--- src/conv_ctrl_pkg.sv ---
// constants and types for the dual converter status and mode block
`default_nettype none
package conv_ctrl_pkg;
	localparam logic [7:0] MODE_ADDR = 8'hD1;
	localparam logic [7:0] STAT_ADDR = 8'hD8;
	localparam logic [7:0] MODE_RESET = 8'h00;
	localparam logic [7:0] STAT_RESET = 8'h00;
	localparam int BIT_PRIMARY_READY = 7;
	localparam int BIT_AUX_READY = 6;
	localparam int BIT_CAL_DONE = 5;
	localparam int BIT_REF_MISSING = 4;
	localparam int BIT_PRIMARY_ERROR = 3;
	localparam int BIT_AUX_ERROR = 2;
	localparam int BIT_PRIMARY_ENABLE = 5;
	localparam int BIT_AUX_ENABLE = 4;
	localparam logic [7:0] MODE_WRITE_MASK = 8'h37;
	localparam logic [7:0] STAT_CLEAR_MASK = 8'hC0;
	localparam logic [23:0] PRIMARY_ALL_ONES = 24'hFFFFFF;
	localparam logic [15:0] AUX_ALL_ONES = 16'hFFFF;
	typedef enum logic [2:0] {
		MODE_POWER_DOWN = 3'h0,
		MODE_IDLE = 3'h1,
		MODE_SINGLE = 3'h2,
		MODE_CONTINUOUS = 3'h3,
		MODE_INT_ZERO_CAL = 3'h4,
		MODE_INT_FULL_CAL = 3'h5,
		MODE_SYS_ZERO_CAL = 3'h6,
		MODE_SYS_FULL_CAL = 3'h7
	} conv_mode_t;
endpackage : conv_ctrl_pkg
`default_nettype wire

--- src/dual_conv_status_mode.sv ---
// status and mode registers for a primary and an auxiliary converter
`default_nettype none
module dual_conv_status_mode
	import conv_ctrl_pkg::*;
(
	input wire logic clk,
	input wire logic rst,
	input wire logic [7:0] sfrAddr,
	input wire logic [7:0] sfrWrData,
	input wire logic sfrWrEn,
	input wire logic sfrRdEn,
	output logic [7:0] sfrRdData,
	input wire logic primaryDone,
	input wire logic primaryClamped,
	input wire logic primaryCalFail,
	input wire logic [23:0] primaryResult,
	input wire logic auxDone,
	input wire logic auxClamped,
	input wire logic auxCalFail,
	input wire logic [15:0] auxResult,
	input wire logic refFault,
	input wire logic primaryExtRef,
	input wire logic auxExtRef,
	output logic primaryEnable,
	output logic auxEnable,
	output conv_mode_t modeSelect,
	output logic convReset,
	output logic primaryWriteEn,
	output logic auxWriteEn,
	output logic [23:0] primaryData,
	output logic [15:0] auxData
);
	import conv_ctrl_pkg::*;

	////////////////////////////////////////////////////////////////////////
	function automatic logic isCal(input conv_mode_t m);
		isCal = m[2];
	endfunction : isCal

	logic modeWr;
	logic statWr;
	logic modeEn0_q;
	logic modeEn1_q;
	conv_mode_t mode_q;
	logic primaryReady_q;
	logic auxReady_q;
	logic calDone_q;
	logic refMissing_q;
	logic primaryError_q;
	logic auxError_q;
	logic primaryAccept;
	logic auxAccept;
	logic anyActive;

	assign modeWr = sfrWrEn && sfrAddr == MODE_ADDR;
	assign statWr = sfrWrEn && sfrAddr == STAT_ADDR;
	assign primaryAccept = primaryDone && !primaryReady_q && !modeWr;
	assign auxAccept = auxDone && !auxReady_q && !modeWr;
	assign anyActive = modeEn0_q || modeEn1_q;

	////////////////////////////////////////////////////////////////////////
	// mode register
	always_ff @(posedge clk) begin
		if (rst) begin
			modeEn0_q <= MODE_RESET[BIT_PRIMARY_ENABLE];
			modeEn1_q <= MODE_RESET[BIT_AUX_ENABLE];
			mode_q <= conv_mode_t'(MODE_RESET[2:0]);
		end else if (modeWr) begin
			modeEn0_q <= sfrWrData[BIT_PRIMARY_ENABLE];
			modeEn1_q <= sfrWrData[BIT_AUX_ENABLE];
			mode_q <= conv_mode_t'(sfrWrData[2:0]);
		end else if ((primaryAccept || auxAccept) &&
			(mode_q == MODE_SINGLE || isCal(mode_q))) begin
			mode_q <= MODE_POWER_DOWN;
		end
	end

	assign primaryEnable = modeEn0_q && mode_q != MODE_POWER_DOWN;
	assign auxEnable = modeEn1_q && mode_q != MODE_POWER_DOWN;
	assign modeSelect = mode_q;
	assign convReset = modeWr;
	assign primaryWriteEn = primaryAccept;
	assign auxWriteEn = auxAccept;

	////////////////////////////////////////////////////////////////////////
	// ready flags; hardware set wins over a status-write clear, a mode write blocks the set and clears
	always_ff @(posedge clk) begin
		if (rst) begin
			primaryReady_q <= STAT_RESET[BIT_PRIMARY_READY];
			auxReady_q <= STAT_RESET[BIT_AUX_READY];
		end else begin
			if (primaryAccept)
				primaryReady_q <= 1'b1;
			else if (modeWr || (statWr && !sfrWrData[BIT_PRIMARY_READY]))
				primaryReady_q <= 1'b0;
			if (auxAccept)
				auxReady_q <= 1'b1;
			else if (modeWr || (statWr && !sfrWrData[BIT_AUX_READY]))
				auxReady_q <= 1'b0;
		end
	end

	// calibration done and error flags
	always_ff @(posedge clk) begin
		if (rst) begin
			calDone_q <= STAT_RESET[BIT_CAL_DONE];
			primaryError_q <= STAT_RESET[BIT_PRIMARY_ERROR];
			auxError_q <= STAT_RESET[BIT_AUX_ERROR];
		end else if (modeWr) begin
			calDone_q <= 1'b0;
			primaryError_q <= 1'b0;
			auxError_q <= 1'b0;
		end else begin
			if ((primaryAccept || auxAccept) && isCal(mode_q))
				calDone_q <= 1'b1;
			if (primaryAccept && (primaryClamped ||
				(isCal(mode_q) && primaryCalFail)))
				primaryError_q <= 1'b1;
			if (auxAccept && (auxClamped || (isCal(mode_q) && auxCalFail)))
				auxError_q <= 1'b1;
		end
	end

	always_ff @(posedge clk) begin
		if (rst)
			refMissing_q <= STAT_RESET[BIT_REF_MISSING];
		else if (anyActive)
			refMissing_q <= refFault;
	end

	////////////////////////////////////////////////////////////////////////
	// result capture; cal results pass too, for coefficient storage
	always_ff @(posedge clk) begin
		if (rst) begin
			primaryData <= '0;
			auxData <= '0;
		end else begin
			if (primaryAccept)
				primaryData <= (refMissing_q && primaryExtRef) ?
					PRIMARY_ALL_ONES : primaryResult;
			if (auxAccept)
				auxData <= (refMissing_q && auxExtRef) ?
					AUX_ALL_ONES : auxResult;
		end
	end

	////////////////////////////////////////////////////////////////////////
	// read port; reserved bits read zero
	always_ff @(posedge clk) begin
		if (rst)
			sfrRdData <= 8'h00;
		else if (sfrRdEn) begin
			case (sfrAddr)
				MODE_ADDR: sfrRdData <= {2'b00, modeEn0_q, modeEn1_q,
					1'b0, mode_q};
				STAT_ADDR: sfrRdData <= {primaryReady_q, auxReady_q,
					calDone_q, refMissing_q, primaryError_q, auxError_q,
					2'b00};
				default: sfrRdData <= 8'h00;
			endcase
		end
	end

	////////////////////////////////////////////////////////////////////////
	a_ready_blocks: assert property (@(posedge clk) disable iff (rst)
		primaryReady_q |-> !primaryWriteEn)
		else $error("primary write while ready set");
	a_ready_sets: assert property (@(posedge clk) disable iff (rst)
		primaryAccept |=> primaryReady_q)
		else $error("primary ready not set");
	a_aux_ready: assert property (@(posedge clk) disable iff (rst)
		auxAccept |=> auxReady_q && !auxWriteEn)
		else $error("aux ready misbehaves");
	a_mode_clears: assert property (@(posedge clk) disable iff (rst)
		modeWr |=> !primaryReady_q && !calDone_q && !primaryError_q)
		else $error("mode write did not clear flags");
	a_single_return: assert property (@(posedge clk) disable iff (rst)
		primaryAccept && mode_q == MODE_SINGLE && !modeWr
		|=> mode_q == MODE_POWER_DOWN)
		else $error("single conversion did not return to power-down");
	a_ref_clamp: assert property (@(posedge clk) disable iff (rst)
		primaryAccept && refMissing_q && primaryExtRef
		|=> primaryData == PRIMARY_ALL_ONES)
		else $error("result not forced to all ones");
	a_clamp_error: assert property (@(posedge clk) disable iff (rst)
		primaryAccept && primaryClamped |=> primaryError_q)
		else $error("clamp did not set primary error");
	a_enable_follows: assert property (@(posedge clk) disable iff (rst)
		modeWr && !sfrWrData[BIT_PRIMARY_ENABLE] |=> !primaryEnable)
		else $error("primary not powered down");

	////////////////////////////////////////////////////////////////////////
	// flag set, clear and hold checks
	a_sw_clear: assert property (@(posedge clk) disable iff (rst)
		statWr && !sfrWrData[BIT_PRIMARY_READY] && !primaryAccept
		|=> !primaryReady_q)
		else $error("software clear of primary ready lost");
	a_ready_survives: assert property (@(posedge clk) disable iff (rst)
		primaryReady_q && !modeWr && !statWr |=> primaryReady_q)
		else $error("primary ready dropped on its own");
	// a blocked result must not leak into the data register
	a_data_blocked: assert property (@(posedge clk) disable iff (rst)
		!primaryAccept |=> $stable(primaryData))
		else $error("primary data changed without accept");
	a_aux_blocks: assert property (@(posedge clk) disable iff (rst)
		auxReady_q |-> !auxWriteEn)
		else $error("aux write while ready set");
	a_cal_done_sets: assert property (@(posedge clk) disable iff (rst)
		(primaryAccept || auxAccept) && isCal(mode_q) |=> calDone_q)
		else $error("calibration done not set");
	// a floating reference only matters while an enable bit is set, even in power-down
	a_ref_tracks: assert property (@(posedge clk) disable iff (rst)
		anyActive |=> refMissing_q == $past(refFault))
		else $error("reference flag does not follow fault");
	a_ref_holds: assert property (@(posedge clk) disable iff (rst)
		!anyActive |=> $stable(refMissing_q))
		else $error("reference flag moved while idle");
	a_aux_ref_clamp: assert property (@(posedge clk) disable iff (rst)
		auxAccept && refMissing_q && auxExtRef
		|=> auxData == AUX_ALL_ONES)
		else $error("aux result not forced to all ones");
	// failure input is ignored outside the calibration modes
	a_cal_fail_error: assert property (@(posedge clk) disable iff (rst)
		primaryAccept && isCal(mode_q) && primaryCalFail
		|=> primaryError_q)
		else $error("failed calibration not flagged");
	a_mode_clears_err: assert property (@(posedge clk) disable iff (rst)
		modeWr |=> !primaryError_q && !auxError_q)
		else $error("mode write left an error flag");
	a_aux_clamp_error: assert property (@(posedge clk) disable iff (rst)
		auxAccept && auxClamped |=> auxError_q)
		else $error("clamp did not set aux error");
	a_aux_cal_fail: assert property (@(posedge clk) disable iff (rst)
		auxAccept && isCal(mode_q) && auxCalFail
		|=> auxError_q)
		else $error("failed aux calibration not flagged");
	a_stat_rsvd: assert property (@(posedge clk) disable iff (rst)
		sfrRdEn && sfrAddr == STAT_ADDR |=> sfrRdData[1:0] == 2'b00)
		else $error("reserved status bits not zero");
	a_rd_holds: assert property (@(posedge clk) disable iff (rst)
		!sfrRdEn |=> $stable(sfrRdData))
		else $error("read data moved without a read");

	////////////////////////////////////////////////////////////////////////
	// enable and mode checks
	a_primary_runs: assert property (@(posedge clk) disable iff (rst)
		modeWr && sfrWrData[BIT_PRIMARY_ENABLE] && sfrWrData[2:0] != 3'h0
		|=> primaryEnable && modeSelect == $past(sfrWrData[2:0]))
		else $error("primary not running in written mode");
	a_aux_enable: assert property (@(posedge clk) disable iff (rst)
		modeWr |=> auxEnable == ($past(sfrWrData[BIT_AUX_ENABLE]) &&
		$past(sfrWrData[2:0]) != 3'h0))
		else $error("aux enable does not follow mode write");
	a_powerdown_off: assert property (@(posedge clk) disable iff (rst)
		modeSelect == MODE_POWER_DOWN |-> !primaryEnable && !auxEnable)
		else $error("converter enabled in power-down");
	// rewriting the same mode still restarts both converters
	a_reset_pulse: assert property (@(posedge clk) disable iff (rst)
		convReset == (sfrWrEn && sfrAddr == MODE_ADDR))
		else $error("converter reset does not match mode write");
	a_cal_return: assert property (@(posedge clk) disable iff (rst)
		(primaryAccept || auxAccept) && isCal(mode_q)
		|=> modeSelect == MODE_POWER_DOWN)
		else $error("calibration did not return to power-down");
	a_cal_clears_rdy: assert property (@(posedge clk) disable iff (rst)
		modeWr && sfrWrData[2] |=> !primaryReady_q && !auxReady_q)
		else $error("calibration write left a ready flag");
	a_mode_rsvd: assert property (@(posedge clk) disable iff (rst)
		sfrRdEn && sfrAddr == MODE_ADDR
		|=> sfrRdData[7:6] == 2'b00 && !sfrRdData[3])
		else $error("reserved mode bits not zero");
endmodule : dual_conv_status_mode
`default_nettype wire

--- config.mk ---
export PLATFORM = sky130hd
export DESIGN_NAME = dual_conv_status_mode
export DESIGN_NICKNAME = d
export VERILOG_FILES = /design/src/conv_ctrl_pkg.sv /design/src/dual_conv_status_mode.sv
export SDC_FILE = /design/constraint.sdc
export NUM_CORES = 1
export LEC_CHECK = 0
export ABC_AREA = 0
export BUFFER_PORTS_ARGS = -buffer_cell sky130_fd_sc_hd__buf_2
export CAP_MARGIN = 25
export CORE_UTILIZATION = 49
export CTS_CLUSTER_SIZE = 12
export DETAILED_ROUTE_END_ITERATION = 8
export HOLD_SLACK_MARGIN = 0.02
export PLACE_DENSITY = 0.85
export SETUP_SLACK_MARGIN = 0.02
export SYNTH_ARGS = -nofsm -noshare
export SYNTH_HDL_FRONTEND = slang
export SYNTH_SLANG_ARGS = --single-unit
--- constraint.sdc ---
create_clock -name clk -period 4.3 [get_ports clk]
set_input_delay 0.43 -clock clk [delete_from_list [all_inputs] [get_ports clk]]
set_output_delay 0.43 -clock clk [all_outputs]
set_load 0.01 [all_outputs]
==> flow_summary.yaml <==
drt:
  antenna_left: 0
  wl_met2_mm: 2.99
  drtIter0Drc: 87
  highest_layer: "met4"
  first_pass_iters: 4
  m1WireLength_mm: 2.71
  drcViolationCount: 0
  wl_met3_um: 278
  vias: 2234
  wl_per_cell_um: 14.6
  drt-total-wl_mm: 6.09
  viasPerCell: 5.34
layout:
  final_cell_mix: "buf_2, dfxtp_1, inv_1"
  final_common_cell: "buf_2"
  drive_above_1_share: 0.450
  syn_to_final_growth_pct: 29.0
  antenna_cells: 0
  nNetsFinal: 419
  fillers: 387
power_and_ir_drop:
  power_density_mw_per_mm2: 358
  clockPowerShare: 0.328
  intPower_uw: 862
  power.leakage_nw: 1.50
  ir_worst_vdd_mv: 0.187
  comb_power_share: 0.156
  p_sw_uw: 297
  seq_power_share: 0.516
  switching_share: 0.256
  power_mw: 1.16
timing:
  setup_violations: 0
  final-max-slew-violation-count: 0
  clock_skew_ns: 0.00588
  fin_crit_sh: 0.534
  fmax_ghz: 0.436
  holdWs_ns: 0.347
  finalHoldViolCount: 0
  period_needed_ns: 2.30
  tightest_slew_ns: 1.00
  slew_headroom: 0.331
  grt_setup_unrepaired: "no"
  tns_ns: 0
min_path:
  min_path_type: "primary input to register"
  hold_path.startpoint: "primaryDone"
critical_path:
  r2r_start: "primaryReady_q"
  cp_data_required_time_ns: 3.87
  cp.arrival_ns: 1.87
  r2r-end: "primaryData[9]"
  cp-startpoint: "sfrAddr[5]"
  r2r_cells: 3
  cp-endpoint: "auxWriteEn"
  path_max_fanout: 17
  crit_type: "primary input to output pin"
  r2r_slack_ns: 2.65
  worstSetupStartpointType: "primary input"
  critPathCaptureType: "output pin"
global_routing:
  grt_usage: 0.229
  grt_pass1_wl_mm: 9.40
  grt_pass1_vias: 1948
  gr-total-overflow: 0
  antenna_found_initial: 0
  grt_max_degree: 34
cts:
  htreeDepth: 3
  tritoncts: "yes"
  cts_buffers: 9
  cts_setup_buffers: 0
  cts-hold-fix-buffers: 0
  path_clk_slew_ns: 0.06
  cts_resized: 0
  insertion_delay_ns: 0.32
  clk_path_buf_depth: 2
  cts.sinks: 59
  cts_root_buf: "clkbuf_8"
synthesis:
  ys_async_sr_fraction: 0
  synth_xor_area_frac: 0
  synthSimpleGateAreaFrac: 0.135
  syn_area_mm2: 0.00251
  yosys_warnings: 0
  syn_nets: 302
  synth_top_family_by_area: "compound AO/OA/AOI/OAI gates"
  synth_top_cell_by_area: "dfxtp_1"
  avgSynthCellArea_um2: 10.8
  synth_compound_area_frac: 0.293
  ys_seq_area_frac: 0.470
  synth_top_cells_by_area: "dfxtp_1, o221a_1, a221oi_2"
  synthAdderAreaFrac: 0
  synthCells: 233
  synth_edf_count: 0
  yosys_register_bits: 59
  synthMuxAreaShare: 0.00398
  synth_ff_type: "dfxtp_1"
  synth_top_cell_area_share: 0.470
  synth.distinct_cells: 39
floorplan:
  floorplan.rows: 25
  initial_core_util: 0.522
  design.portCount: 125
  die_y_um: 73.6
  die_area_mm2: 0.00542
  core_mm2: 0.00482
  die_w_um: 73.6
placement:
  io_buffers: 123
  dp.final_hpwl_mm: 4.26
  place.gp.congestion: 0.805
job:
  drv_cap: 0
outcome:
  outcome: "finished clean"
==> layout make-up <==
| cell class | instances | area (um^2) | share of cell area |
|---|---|---|---|
| Timing Repair Buffer | 123 | 616 | 0.190 |
| Sequential cell | 59 | 1180 | 0.364 |
| Clock inverter | 1 | 5.00 | 0.00154 |
| Tap cell | 67 | 83.8 | 0.0259 |
| Clock buffer | 11 | 131 | 0.0405 |
| Multi-Input combinational cell | 120 | 1080 | 0.335 |
| Inverter | 37 | 139 | 0.0429 |
==> stage by stage <==
| step | cell area [um^2] | utilization | cells | worst slack [ns] |
|---|---|---|---|---|
| floorplan | 2510 | - | 233 | 2.50 |
| global placement | 3100 | 0.644 | 406 | 2.00 |
| detailed placement | 3100 | 0.644 | 406 | 1.94 |
| CTS | 3240 | 0.673 | 418 | 2.00 |
| global route | 3240 | 0.673 | 418 | 1.90 |
| finish | 3240 | 0.673 | 418 | 2.00 |
==> cell usage after synthesis (all sizes together), types with 6 or more instances <==
master  number
nor2b        7
nand2b       7
o221a       24
a221oi      16
inv         36
dfxtp       59
a21oi       10
clkbuf       6
nand3        6
nand4       12
buf         11
nor2         6
==> sequential cells by signal (all words and copies together) (netlist names) <==
signal and cells:
primaryData 24, modeEn0_q 1, calDone_q 1, primaryReady_q 1, auxError_q 1, refMissing_q 1, auxReady_q 1, modeEn1_q 1
primaryError_q 1, auxData 16, sfrRdData 8, modeSelect 3
==> worst max-delay path: stages <==
cell       delay (ns)
buf_2            0.10
nand4bb_4        0.27
o31ai_4          0.87
inv_2            0.02
buf_2            0.16
==> power groups by stage <==
stage          logic, mW  clock network (mW)  registers [mW]
5_1_grt            0.196               0.418           0.602
4_1_cts            0.182               0.390           0.598
3_5_place_dp       0.181                   0           0.610
6_report           0.181               0.380           0.598
3_3_place_gp       0.177                   0           0.608
2_1_floorplan     0.0926                   0           0.625
==> kinds of logic after synthesis <==
family	Yosys count
flops	59
buf+inv	54
compound gates	70
mux	1
simple gates	49
==> worst min path at each step <==
stage                           endpoint  slack (ns)  cells after the start
after floorplan               auxError_q        0.44                      1
after global placement        auxData[9]        0.44                      2
after detailed placement     auxData[14]        0.45                      2
after CTS                 primaryReady_q        0.33                      2
after global routing          auxData[2]        0.35                      3
final                     primaryReady_q        0.35                      2
==> routing by layer <==
| metal | GRT usage | vias to the layer above |
|---|---|---|
| li1 | - | 1102 |
| met1 | 0.299 | 1046 |
| met2 | 0.364 | 76 |
| met3 | 0.0412 | 10 |
| met4 | 0.113 | 0 |
| met5 | 0 | - |
No activity file was read; power rests on OpenSTA's default activity.
